## src/rtl/nibble_xfer_pkg.sv

```systemverilog
// Purpose: shared constants and types of the nibble transfer and exchange unit
// Assumes: 4-bit register nibbles, 8-bit data memory address, 13-bit counter
// Notes:   table address is 15 bits wide so the widest absolute form fits
package nibble_xfer_pkg;

  localparam int NIB_W   = 4;
  localparam int DADDR_W = 8;
  localparam int PC_W    = 13;
  localparam int TADDR_W = 15;
  localparam int NIBBLES = 16;

  // nibble slots in the register file; alternate bank is slot + 8
  localparam logic [3:0] IDX_A = 4'h0;
  localparam logic [3:0] IDX_X = 4'h1;
  localparam logic [3:0] IDX_L = 4'h2;
  localparam logic [3:0] IDX_H = 4'h3;
  localparam logic [3:0] IDX_E = 4'h4;
  localparam logic [3:0] IDX_D = 4'h5;
  localparam logic [3:0] IDX_C = 4'h6;
  localparam logic [3:0] IDX_B = 4'h7;

  localparam logic [3:0] NIB_RESET   = 4'h0;
  localparam logic       CARRY_RESET = 1'b0;
  localparam logic [7:0] PAGE_LAST   = 8'hFF;
  localparam logic [3:0] L_END_INC   = 4'h0;
  localparam logic [3:0] L_END_DEC   = 4'hF;

  typedef enum logic [4:0] {
    OP_NOP, OP_LD_MEM, OP_LD_MEM_PAIR, OP_ST_MEM, OP_ST_MEM_PAIR,
    OP_MOV_A_REG, OP_MOV_XA_PAIR, OP_MOV_REG_A, OP_MOV_PAIR_XA,
    OP_SWAP_IND, OP_SWAP_IND_PAIR, OP_SWAP_DIR, OP_SWAP_DIR_PAIR,
    OP_SWAP_REG, OP_SWAP_PAIR,
    OP_TBL_PC_DE, OP_TBL_PC_XA, OP_TBL_BC_XA, OP_TBL_BC_DE,
    OP_BIT_LD, OP_BIT_ST, OP_ADDS_IMM
  } op_t;

  typedef enum logic [2:0] {PTR_HL, PTR_HL_INC, PTR_HL_DEC, PTR_DE, PTR_DL} ptr_t;

  typedef enum logic [1:0] {BIT_FMEM, BIT_PMEM, BIT_HMEM} bitmode_t;

  typedef enum logic [2:0] {S_IDLE, S_RD, S_CAP, S_WR, S_PRD, S_PCAP} state_t;

endpackage

```

## src/rtl/nibble_regfile.sv

```systemverilog
// Purpose: two banks of four nibble pairs, any subset written per cycle
// Assumes: writes are single-cycle, contents always visible from flops
// Notes:   exchanges need up to four slots written in the same edge
`timescale 1ns/1ps
module nibble_regfile #(
  parameter int ENTRIES = nibble_xfer_pkg::NIBBLES,
  parameter int WIDTH   = nibble_xfer_pkg::NIB_W
) (
  // clock and reset
  input  wire logic                     clk_i,
  input  wire logic                     arst_n_i,
  input  wire logic                     ce_i,
  // write side
  input  wire logic [ENTRIES-1:0]       we_i,
  input  wire logic [ENTRIES*WIDTH-1:0] wdata_i,
  // read side
  output logic      [ENTRIES*WIDTH-1:0] rdata_o
);

  if (ENTRIES != nibble_xfer_pkg::NIBBLES || WIDTH != nibble_xfer_pkg::NIB_W) begin : g_chk
    $error("nibble_regfile: only 16 entries of 4 bits are supported");
  end

  for (genvar i = 0; i < ENTRIES; i++) begin : g_ent
    logic [WIDTH-1:0] ent_q;
    always_ff @(posedge clk_i or negedge arst_n_i) begin
      if (!arst_n_i) begin
        ent_q <= nibble_xfer_pkg::NIB_RESET;
      end else if (ce_i && we_i[i]) begin
        ent_q <= wdata_i[i*WIDTH +: WIDTH];
      end
    end
    assign rdata_o[i*WIDTH +: WIDTH] = ent_q;
  end

endmodule

```

## src/rtl/nibble_xfer_unit.sv

```systemverilog
// Purpose: moves, exchanges, table reads, carry bit copies, add-with-skip
// Assumes: data and program memory return read data one cycle after the strobe
// Notes:   a skipped operation runs its cycles but every write is suppressed
`timescale 1ns/1ps
// Operation
// - pair load from even direct address
// - accumulator store to any direct address
// - pair store to even direct address
// - any main-bank nibble register (slots 0 to 7) into accumulator
// - any pair into accumulator pair
// - accumulator into non-accumulator nibble register
// - accumulator pair into non-accumulator pair
// - accumulator swaps with pointer-addressed nibble
// - post-increment low pointer, skip at zero
// - post-decrement low pointer, skip at all ones
// - pair swap at pointer, low bit forced
// - direct swap, pair form even address
// - accumulator swaps with another nibble register
// - accumulator pair swaps with any pair
// - counter page plus pair reads table byte
// - last page byte reads next page
// - table reads leave counter untouched
// - absolute table address, 13 bits
// - absolute table address from third, second
// - memory bit copied into carry flag
// - carry flag copied into one memory bit
// - add immediate, skip on carry, carry kept
module nibble_xfer_unit (
  // clock and reset
  input  wire logic                        CORE_CLK_I,
  input  wire logic                        ARST_N_I,
  input  wire logic                        CE_I,
  // operation request
  input  wire logic                        OP_VALID_I,
  output logic                             OP_READY_O,
  input  wire nibble_xfer_pkg::op_t        OP_CODE_I,
  input  wire logic [2:0]                  OP_REG_I,
  input  wire logic [2:0]                  OP_PAIR_I,
  input  wire nibble_xfer_pkg::ptr_t       OP_PTR_I,
  input  wire nibble_xfer_pkg::bitmode_t   OP_BITMODE_I,
  input  wire logic [7:0]                  OP_ADDR_I,
  input  wire logic [1:0]                  OP_BIT_I,
  input  wire logic [3:0]                  OP_IMM_I,
  input  wire logic [12:0]                 PC_I,
  // completion
  output logic                             OP_DONE_O,
  output logic                             SKIP_O,
  // data memory
  output logic      [7:0]                  DMEM_ADDR_O,
  output logic                             DMEM_RD_O,
  output logic                             DMEM_WR_O,
  output logic      [3:0]                  DMEM_WDATA_O,
  input  wire logic [3:0]                  DMEM_RDATA_I,
  // program memory
  output logic      [14:0]                 PMEM_ADDR_O,
  output logic                             PMEM_RD_O,
  input  wire logic [7:0]                  PMEM_RDATA_I,
  // state view
  output logic      [3:0]                  ACC_O,
  output logic      [3:0]                  EXT_O,
  output logic                             CARRY_O
);

  nibble_xfer_pkg::state_t state_q;
  nibble_xfer_pkg::op_t    op_q;
  nibble_xfer_pkg::ptr_t   ptr_q;
  logic [7:0]  addr_q;
  logic [14:0] taddr_q;
  logic [3:0]  wdata_q;
  logic [1:0]  bit_q;
  logic        nib_q;
  logic        squash_q;
  logic        skip_q;
  logic        hit_q;
  logic        done_q;
  logic        carry_q;

  logic [63:0] rf_q;
  logic [15:0] rf_we;
  logic [63:0] rf_wd;

  function automatic logic [3:0] pick(input logic [63:0] v, input logic [3:0] i);
    return v[{i, 2'b00} +: 4];
  endfunction

  // named register views
  wire logic [3:0] acc     = pick(rf_q, nibble_xfer_pkg::IDX_A);
  wire logic [3:0] ext     = pick(rf_q, nibble_xfer_pkg::IDX_X);
  wire logic [3:0] l_nib   = pick(rf_q, nibble_xfer_pkg::IDX_L);
  wire logic [3:0] h_nib   = pick(rf_q, nibble_xfer_pkg::IDX_H);
  wire logic [3:0] e_nib   = pick(rf_q, nibble_xfer_pkg::IDX_E);
  wire logic [3:0] d_nib   = pick(rf_q, nibble_xfer_pkg::IDX_D);
  wire logic [3:0] c_nib   = pick(rf_q, nibble_xfer_pkg::IDX_C);
  wire logic [3:0] b_nib   = pick(rf_q, nibble_xfer_pkg::IDX_B);
  wire logic [3:0] reg_idx = {1'b0, OP_REG_I};
  wire logic [3:0] p_lo    = {OP_PAIR_I, 1'b0};
  wire logic [3:0] p_hi    = {OP_PAIR_I, 1'b1};
  wire logic [3:0] reg_val = pick(rf_q, reg_idx);
  wire logic [3:0] p_lo_v  = pick(rf_q, p_lo);
  wire logic [3:0] p_hi_v  = pick(rf_q, p_hi);

  // request decode
  wire logic accept  = OP_VALID_I && CE_I && (state_q == nibble_xfer_pkg::S_IDLE);
  wire logic go      = accept && !skip_q;
  wire logic is_st   = OP_CODE_I inside {nibble_xfer_pkg::OP_ST_MEM,
                                         nibble_xfer_pkg::OP_ST_MEM_PAIR};
  wire logic is_rd   = OP_CODE_I inside {nibble_xfer_pkg::OP_LD_MEM,
                         nibble_xfer_pkg::OP_LD_MEM_PAIR, nibble_xfer_pkg::OP_SWAP_IND,
                         nibble_xfer_pkg::OP_SWAP_IND_PAIR, nibble_xfer_pkg::OP_SWAP_DIR,
                         nibble_xfer_pkg::OP_SWAP_DIR_PAIR, nibble_xfer_pkg::OP_BIT_LD,
                         nibble_xfer_pkg::OP_BIT_ST};
  wire logic is_tbl  = OP_CODE_I inside {nibble_xfer_pkg::OP_TBL_PC_DE,
                         nibble_xfer_pkg::OP_TBL_PC_XA, nibble_xfer_pkg::OP_TBL_BC_XA,
                         nibble_xfer_pkg::OP_TBL_BC_DE};
  wire logic q_pair  = op_q inside {nibble_xfer_pkg::OP_LD_MEM_PAIR,
                         nibble_xfer_pkg::OP_ST_MEM_PAIR, nibble_xfer_pkg::OP_SWAP_IND_PAIR,
                         nibble_xfer_pkg::OP_SWAP_DIR_PAIR};
  wire logic q_swap  = op_q inside {nibble_xfer_pkg::OP_SWAP_IND,
                         nibble_xfer_pkg::OP_SWAP_IND_PAIR, nibble_xfer_pkg::OP_SWAP_DIR,
                         nibble_xfer_pkg::OP_SWAP_DIR_PAIR};
  wire logic q_load  = op_q inside {nibble_xfer_pkg::OP_LD_MEM,
                                    nibble_xfer_pkg::OP_LD_MEM_PAIR};
  wire logic q_step  = (op_q == nibble_xfer_pkg::OP_SWAP_IND) &&
                       (ptr_q inside {nibble_xfer_pkg::PTR_HL_INC, nibble_xfer_pkg::PTR_HL_DEC});

  // data memory address forms
  wire logic [7:0] ind_addr = (OP_PTR_I == nibble_xfer_pkg::PTR_DE) ? {d_nib, e_nib} :
                              (OP_PTR_I == nibble_xfer_pkg::PTR_DL) ? {d_nib, l_nib} :
                              {h_nib, l_nib};
  wire logic [7:0] bit_addr = (OP_BITMODE_I == nibble_xfer_pkg::BIT_PMEM) ?
                              {OP_ADDR_I[7:2], l_nib[3:2]} :
                              (OP_BITMODE_I == nibble_xfer_pkg::BIT_HMEM) ?
                              {h_nib, OP_ADDR_I[3:0]} : OP_ADDR_I;
  wire logic [1:0] bit_sel  = (OP_BITMODE_I == nibble_xfer_pkg::BIT_PMEM) ? l_nib[1:0]
                                                                           : OP_BIT_I;
  wire logic [7:0] even_dir = {OP_ADDR_I[7:1], 1'b0};
  wire logic [7:0] mem_addr =
    (OP_CODE_I inside {nibble_xfer_pkg::OP_LD_MEM_PAIR, nibble_xfer_pkg::OP_ST_MEM_PAIR,
                       nibble_xfer_pkg::OP_SWAP_DIR_PAIR}) ? even_dir :
    (OP_CODE_I == nibble_xfer_pkg::OP_SWAP_IND) ? ind_addr :
    (OP_CODE_I == nibble_xfer_pkg::OP_SWAP_IND_PAIR) ? {h_nib, l_nib[3:1], 1'b0} :
    (OP_CODE_I inside {nibble_xfer_pkg::OP_BIT_LD, nibble_xfer_pkg::OP_BIT_ST}) ? bit_addr :
    OP_ADDR_I;

  // table address forms; counter is only read, never written
  wire logic       last_b   = (PC_I[7:0] == nibble_xfer_pkg::PAGE_LAST);
  wire logic [4:0] page     = PC_I[12:8] + {4'h0, last_b};
  wire logic [14:0] tbl_addr =
    (OP_CODE_I == nibble_xfer_pkg::OP_TBL_PC_DE) ? {2'h0, page, d_nib, e_nib} :
    (OP_CODE_I == nibble_xfer_pkg::OP_TBL_PC_XA) ? {2'h0, page, ext, acc} :
    (OP_CODE_I == nibble_xfer_pkg::OP_TBL_BC_XA) ? {2'h0, b_nib[0], c_nib, ext, acc} :
    {b_nib[2:0], c_nib, d_nib, e_nib};

  wire logic [4:0] adds_sum = {1'b0, acc} + {1'b0, OP_IMM_I};
  wire logic [3:0] l_next   = (ptr_q == nibble_xfer_pkg::PTR_HL_INC) ? l_nib + 4'h1
                                                                      : l_nib - 4'h1;
  wire logic [3:0] cap_idx  = nib_q ? nibble_xfer_pkg::IDX_X : nibble_xfer_pkg::IDX_A;
  wire logic [3:0] cap_old  = nib_q ? ext : acc;
  wire logic [3:0] bit_mask = 4'h1 << bit_q;
  wire logic [3:0] bit_put  = (DMEM_RDATA_I & ~bit_mask) | (carry_q ? bit_mask : 4'h0);
  wire logic       more     = q_pair && !nib_q;
  wire logic       cap_en   = (state_q == nibble_xfer_pkg::S_CAP) && !squash_q;

  // register file writes
  always_comb begin
    rf_we = 16'h0000;
    rf_wd = 64'h0;
    if (go) begin
      case (OP_CODE_I)
        nibble_xfer_pkg::OP_MOV_A_REG: begin
          rf_we[0] = 1'b1;
          rf_wd[3:0] = reg_val;
        end
        nibble_xfer_pkg::OP_MOV_XA_PAIR: begin
          rf_we[1:0] = 2'h3;
          rf_wd[7:0] = {p_hi_v, p_lo_v};
        end
        nibble_xfer_pkg::OP_MOV_REG_A: begin
          rf_we[reg_idx] = (OP_REG_I != 3'h0);
          rf_wd[{reg_idx, 2'b00} +: 4] = acc;
        end
        nibble_xfer_pkg::OP_MOV_PAIR_XA: begin
          rf_we[p_lo] = (OP_PAIR_I != 3'h0);
          rf_we[p_hi] = (OP_PAIR_I != 3'h0);
          rf_wd[{p_lo, 2'b00} +: 4] = acc;
          rf_wd[{p_hi, 2'b00} +: 4] = ext;
        end
        nibble_xfer_pkg::OP_SWAP_REG: begin
          if (OP_REG_I != 3'h0) begin
            rf_we[reg_idx] = 1'b1;
            rf_wd[{reg_idx, 2'b00} +: 4] = acc;
            rf_we[0] = 1'b1;
            rf_wd[3:0] = reg_val;
          end
        end
        nibble_xfer_pkg::OP_SWAP_PAIR: begin
          rf_we[p_lo] = 1'b1;
          rf_we[p_hi] = 1'b1;
          rf_wd[{p_lo, 2'b00} +: 4] = acc;
          rf_wd[{p_hi, 2'b00} +: 4] = ext;
          rf_we[1:0] = 2'h3;
          rf_wd[7:0] = {p_hi_v, p_lo_v};
        end
        nibble_xfer_pkg::OP_ADDS_IMM: begin
          rf_we[0] = 1'b1;
          rf_wd[3:0] = adds_sum[3:0];
        end
        default: begin
        end
      endcase
    end
    if (cap_en && (q_load || q_swap)) begin
      rf_we[cap_idx] = 1'b1;
      rf_wd[{cap_idx, 2'b00} +: 4] = DMEM_RDATA_I;
    end
    if (cap_en && q_step) begin
      rf_we[nibble_xfer_pkg::IDX_L] = 1'b1;
      rf_wd[{nibble_xfer_pkg::IDX_L, 2'b00} +: 4] = l_next;
    end
    if ((state_q == nibble_xfer_pkg::S_PCAP) && !squash_q) begin
      rf_we[1:0] = 2'h3;
      rf_wd[7:0] = {PMEM_RDATA_I[7:4], PMEM_RDATA_I[3:0]};
    end
  end

  nibble_regfile u_regs (
    .clk_i    (CORE_CLK_I),
    .arst_n_i (ARST_N_I),
    .ce_i     (CE_I),
    .we_i     (rf_we),
    .wdata_i  (rf_wd),
    .rdata_o  (rf_q)
  );

  // sequencer: a pair is walked low nibble first, one read/write per cycle
  always_ff @(posedge CORE_CLK_I or negedge ARST_N_I) begin
    if (!ARST_N_I) begin
      state_q  <= nibble_xfer_pkg::S_IDLE;
      op_q     <= nibble_xfer_pkg::OP_NOP;
      ptr_q    <= nibble_xfer_pkg::PTR_HL;
      addr_q   <= 8'h00;
      taddr_q  <= 15'h0000;
      wdata_q  <= 4'h0;
      bit_q    <= 2'h0;
      nib_q    <= 1'b0;
      squash_q <= 1'b0;
      skip_q   <= 1'b0;
      hit_q    <= 1'b0;
      done_q   <= 1'b0;
      carry_q  <= nibble_xfer_pkg::CARRY_RESET;
    end else if (CE_I) begin
      done_q <= 1'b0;
      case (state_q)
        nibble_xfer_pkg::S_IDLE: begin
          if (accept) begin
            op_q     <= OP_CODE_I;
            ptr_q    <= OP_PTR_I;
            addr_q   <= mem_addr;
            taddr_q  <= tbl_addr;
            bit_q    <= bit_sel;
            wdata_q  <= acc;
            nib_q    <= 1'b0;
            hit_q    <= 1'b0;
            squash_q <= skip_q;
            skip_q   <= 1'b0;
            if (is_st) begin
              state_q <= nibble_xfer_pkg::S_WR;
            end else if (is_rd) begin
              state_q <= nibble_xfer_pkg::S_RD;
            end else if (is_tbl) begin
              state_q <= nibble_xfer_pkg::S_PRD;
            end else begin
              done_q <= 1'b1;
              skip_q <= go && (OP_CODE_I == nibble_xfer_pkg::OP_ADDS_IMM) &&
                        adds_sum[4];
            end
          end
        end
        nibble_xfer_pkg::S_RD: begin
          state_q <= nibble_xfer_pkg::S_CAP;
        end
        nibble_xfer_pkg::S_CAP: begin
          if (op_q == nibble_xfer_pkg::OP_BIT_LD) begin
            carry_q <= squash_q ? carry_q : DMEM_RDATA_I[bit_q];
            state_q <= nibble_xfer_pkg::S_IDLE;
            done_q  <= 1'b1;
          end else if (op_q == nibble_xfer_pkg::OP_BIT_ST) begin
            wdata_q <= bit_put;
            state_q <= nibble_xfer_pkg::S_WR;
          end else if (q_swap) begin
            wdata_q <= cap_old;
            hit_q   <= q_step && (l_next == ((ptr_q == nibble_xfer_pkg::PTR_HL_INC) ?
                       nibble_xfer_pkg::L_END_INC : nibble_xfer_pkg::L_END_DEC));
            state_q <= nibble_xfer_pkg::S_WR;
          end else if (more) begin
            nib_q   <= 1'b1;
            addr_q  <= addr_q + 8'h01;
            state_q <= nibble_xfer_pkg::S_RD;
          end else begin
            state_q <= nibble_xfer_pkg::S_IDLE;
            done_q  <= 1'b1;
          end
        end
        nibble_xfer_pkg::S_WR: begin
          if (more) begin
            nib_q   <= 1'b1;
            addr_q  <= addr_q + 8'h01;
            wdata_q <= ext;
            state_q <= q_swap ? nibble_xfer_pkg::S_RD : nibble_xfer_pkg::S_WR;
          end else begin
            state_q <= nibble_xfer_pkg::S_IDLE;
            done_q  <= 1'b1;
            skip_q  <= hit_q && !squash_q;
          end
        end
        nibble_xfer_pkg::S_PRD: begin
          state_q <= nibble_xfer_pkg::S_PCAP;
        end
        nibble_xfer_pkg::S_PCAP: begin
          state_q <= nibble_xfer_pkg::S_IDLE;
          done_q  <= 1'b1;
        end
        default: begin
          state_q <= nibble_xfer_pkg::S_IDLE;
        end
      endcase
    end
  end

  assign OP_READY_O   = (state_q == nibble_xfer_pkg::S_IDLE);
  assign OP_DONE_O    = done_q;
  assign SKIP_O       = skip_q;
  assign DMEM_ADDR_O  = addr_q;
  assign DMEM_RD_O    = (state_q == nibble_xfer_pkg::S_RD);
  assign DMEM_WR_O    = (state_q == nibble_xfer_pkg::S_WR) && !squash_q;
  assign DMEM_WDATA_O = wdata_q;
  assign PMEM_ADDR_O  = taddr_q;
  assign PMEM_RD_O    = (state_q == nibble_xfer_pkg::S_PRD);
  assign ACC_O        = acc;
  assign EXT_O        = ext;
  assign CARRY_O      = carry_q;

  wire logic [3:0] l_now = l_nib;
endmodule

```

## config.mk

```make
export PLATFORM = sky130hd
export DESIGN_NAME = nibble_xfer_unit
export DESIGN_NICKNAME = d
export VERILOG_FILES = /design/src/rtl/nibble_xfer_pkg.sv /design/src/rtl/nibble_regfile.sv /design/src/rtl/nibble_xfer_unit.sv
export SDC_FILE = /design/constraint.sdc
export NUM_CORES = 1
export LEC_CHECK = 0
export ABC_AREA = 1
export BUFFER_PORTS_ARGS = -buffer_cell sky130_fd_sc_hd__buf_2
export CAP_MARGIN = 25
export CORE_UTILIZATION = 40
export DETAILED_ROUTE_END_ITERATION = 7
export GPL_TIMING_DRIVEN = 0
export PLACE_DENSITY = 0.61
export SYNTH_ARGS = -nofsm -noshare
export SYNTH_HDL_FRONTEND = slang
export SYNTH_HIERARCHICAL = 1
export SYNTH_SLANG_ARGS = --single-unit
```

## constraint.sdc

```tcl
create_clock -name CORE_CLK_I -period 5.6 [get_ports CORE_CLK_I]
set_clock_uncertainty 0.15 [all_clocks]
set_input_delay 1.68 -clock CORE_CLK_I [delete_from_list [all_inputs] [get_ports CORE_CLK_I]]
set_output_delay 1.68 -clock CORE_CLK_I [all_outputs]
set_load 0.03 [all_outputs]
```

==> flow_summary.json <==
{
  "status": "finished clean",
  "cts_made_buffers": 9,
  "vias": 10200,
  "io_buffers": 98,
  "fin_setup_tns_ps": 0,
  "cts.sinks": 110,
  "wire_per_inst_um": 19.3,
  "antenna_left": 0,
  "drtIter0Drc": 1044,
  "synthMuxAreaShare_pct": 0,
  "hp-class": "flip-flop to flip-flop",
  "setup.worst_path.end_class": "flip-flop",
  "powerDensity_nw_per_um2": 316,
  "critPathMaxFanout": 11,
  "crit_required_ps": 5750,
  "yosysWarnings": 6,
  "synth_fa_ha_area_share_pct": 3.23,
  "remaining_drc_errors": 0,
  "final_hold_viol_count": 0,
  "postCtsHoldBufs": 0,
  "synth_compound_area_share_pct": 12.6,
  "gp_congestion": 1.03,
  "dp.cells": 1790,
  "syn_inst": 1411,
  "dpl.hpwl_mm": 27.4,
  "die-area_um2": 23100,
  "htree_num_levels": 3,
  "fin_crit_ps": 4600,
  "tightest_slew_ps": 935,
  "cts-root-buf": "clkbuf_16",
  "wirelength_mm": 34.9,
  "fp.dieW_um": 152,
  "cts_resized": 0,
  "diodes": 0,
  "synth_top_area_share_pct": 30.6,
  "placed_cell_area_um2": 9860,
  "cp-start-kind": "input pin",
  "grt-ovfl-total": 0,
  "area_delta_synth_final_pct": 13.0,
  "clk_path_buf_depth": 2,
  "clk_latency_ps": 370,
  "synth_nets": 1492,
  "path_clk_slew_ps": 80,
  "grt_usage_pct": 30.2,
  "synthesis.area_um2": 8980,
  "fin_crit_sh_pct": 82.1,
  "slew_headroom_pct": 37.4,
  "antenna_found_initial": 0,
  "crit_arrival_ps": 4750,
  "synth_seq_cells": 110,
  "timing.fmax_mhz": 217,
  "fillCellCount": 2401,
  "final_area_um2": 10200,
  "grt_max_degree": 69,
  "grt_pass1_wl_mm": 53.9,
  "rsz0062_at_grt": "false",
  "ys_types": 50,
  "ys_top_cells_by_area": "dfrtp_1, nand2_1, nand3_1",
  "cap_violations": 0,
  "yosys.area.top_type": "dfrtp_1",
  "cts_tree": "built",
  "yosys.area_share.simple_pct": 43.4,
  "drive_above_1_share_pct": 13.2,
  "path_class": "input pin to flip-flop",
  "p_leak_nw": 5.30,
  "synthFlopType": "dfrtp_1",
  "initial_core_util_pct": 41.0,
  "post_cts_buffers": 0,
  "ir_drop_mv": 0.135,
  "async_reset_ff_share_pct": 100,
  "grt_pass1_vias": 9308,
  "maxSlewViolCount": 0,
  "final_cells": 1805,
  "synth_edf_count": 0,
  "seq_area_frac_synth_pct": 30.6,
  "yosysMostFrequentCell": "nand2_1",
  "synth.avg_cell_area_um2": 6.37,
  "boundaryPins": 101,
  "die_h_um": 152,
  "viasPerCell": 5.63,
  "synth_xor_area_share_pct": 0.780,
  "coreArea_um2": 21900,
  "drt_first_pass_iters": 6,
  "num_rows": 54,
  "fin_nets": 1602,
  "ys_top_cells_by_count": "nand2_1, nand3_1, inv_1",
  "synth_top_family_by_area": "simple AND/OR/NAND/NOR gates",
  "setup_viol_count_final": 0
}
## critical path, stage by stage
cell	delay, ps
buf_2	100
buf_2	220
inv_1	150
buf_2	230
ha_1	220
ha_1	270
clkbuf_1	360
inv_1	180
nor2_1	170
inv_1	80
nor3_1	450
nand3_1	190
o31ai_1	110
nand2_1	70
inv_1	50
nand3_1	90
nand2_1	100
## cell usage in the layout (no fill, tap or decap), types with 3 or more instances in the layout
cell type  instances
a21oi_1           46
a31oi_1            8
buf_2            110
buf_4             11
buf_6              4
clkbuf_1          16
clkbuf_16          9
dfrtp_1          110
ha_1              20
inv_1            139
inv_2             12
nand2_1          460
nand2_2            8
nand2_4           10
nand3_1          174
nand3b_1           3
nand4_1           30
nor2_1           128
nor2_2             8
nor3_1            19
nor3_2             4
nor4_1            10
nor4_2             5
o211ai_1          11
o21a_1             3
o21ai_0          102
o21ai_1            5
o22ai_1           13
o31ai_1            5
o32ai_1            3
xnor2_1            3
xor2_1             5
## registers in the layout (all words and copies together), names as in the netlist
register / count
DMEM_ADDR_O: 8
ptr_q: 3
state_q: 3
hit_q: 1
bit_q: 2
nib_q: 1
PMEM_ADDR_O: 15
DMEM_WDATA_O: 4
SKIP_O: 1
u_regs/g_ent.ent_q: 64
op_q: 5
CARRY_O: 1
squash_q: 1
OP_DONE_O: 1
## cell families (layout without fill, tap and decap cells)
family	count (synthesis)	in the layout
flops	110	110
simple gates	870	870
fa+ha+maj	22	22
compound gates	203	203
buf+inv	198	312
xor+xnor	8	8
## final cells by class
class	count	area [µm²]	area share, %
Multi-Input combinational cell	1103	5390	53.1
Sequential cell	110	2750	27.1
Inverter	153	577	5.68
Clock buffer	9	225	2.22
Timing Repair Buffer	99	524	5.16
Clock inverter	6	71.3	0.702
Tap cell	280	350	3.45
Buffer	45	265	2.61
## metal layers
layer	vias up	share of wire, %	track usage, %	wire length [µm]
met5	-	0	0	0
met4	0	4.2	13.0	1450
met3	101	10	5.45	3580
met2	567	42	44.5	14700
met1	4634	44	43.2	15200
li1	4856	-	-	-
## stage by stage
| step | power [W] | utilization [%] | worst slack (ps) | hold WS [ps] |
|---|---|---|---|---|
| after CTS | 0.00321 | 46.4 | 1150 | 329 |
| after floorplan | 0.00205 | - | 1610 | 283 |
| after detailed placement | 0.00253 | 45.0 | 788 | 310 |
| after global routing | 0.00342 | 46.4 | 835 | 344 |
| after global placement | 0.00251 | 44.9 | 746 | 305 |
| final | 0.00321 | 46.4 | 1000 | 326 |
## report_power, final
group / internal [W] / leakage, nW / total [W] / switching, W
clock: 0.000349 / 0.139 / 0.000672 / 0.000323
combinational: 0.000402 / 3.69 / 0.00143 / 0.00103
sequential: 0.000935 / 1.47 / 0.00111 / 0.000175
## final timing paths
| path | start | end | slack (ps) | cells after the start |
|---|---|---|---|---|
| max reg2reg | state_q[2]$_DFFE_PN0P_ | u_regs/g_ent[14].ent_q[1]$_DFFE_PN0P_ | 2510 | 12 |
| min reg2reg | u_regs/g_ent[8].ent_q[2]$_DFFE_PN0P_ | u_regs/g_ent[8].ent_q[2]$_DFFE_PN0P_ | 330 | 2 |
| max | OP_REG_I[0] | u_regs/g_ent[3].ent_q[1]$_DFFE_PN0P_ | 1000 | 17 |
| min in group asynchronous | ARST_N_I | state_q[2]$_DFFE_PN0P_ | 1070 | 1 |
| min | u_regs/g_ent[8].ent_q[2]$_DFFE_PN0P_ | u_regs/g_ent[8].ent_q[2]$_DFFE_PN0P_ | 330 | 2 |
| max in group asynchronous | ARST_N_I | u_regs/g_ent[5].ent_q[0]$_DFFE_PN0P_ | 3530 | 2 |
Power figures use the tool's default switching activity.
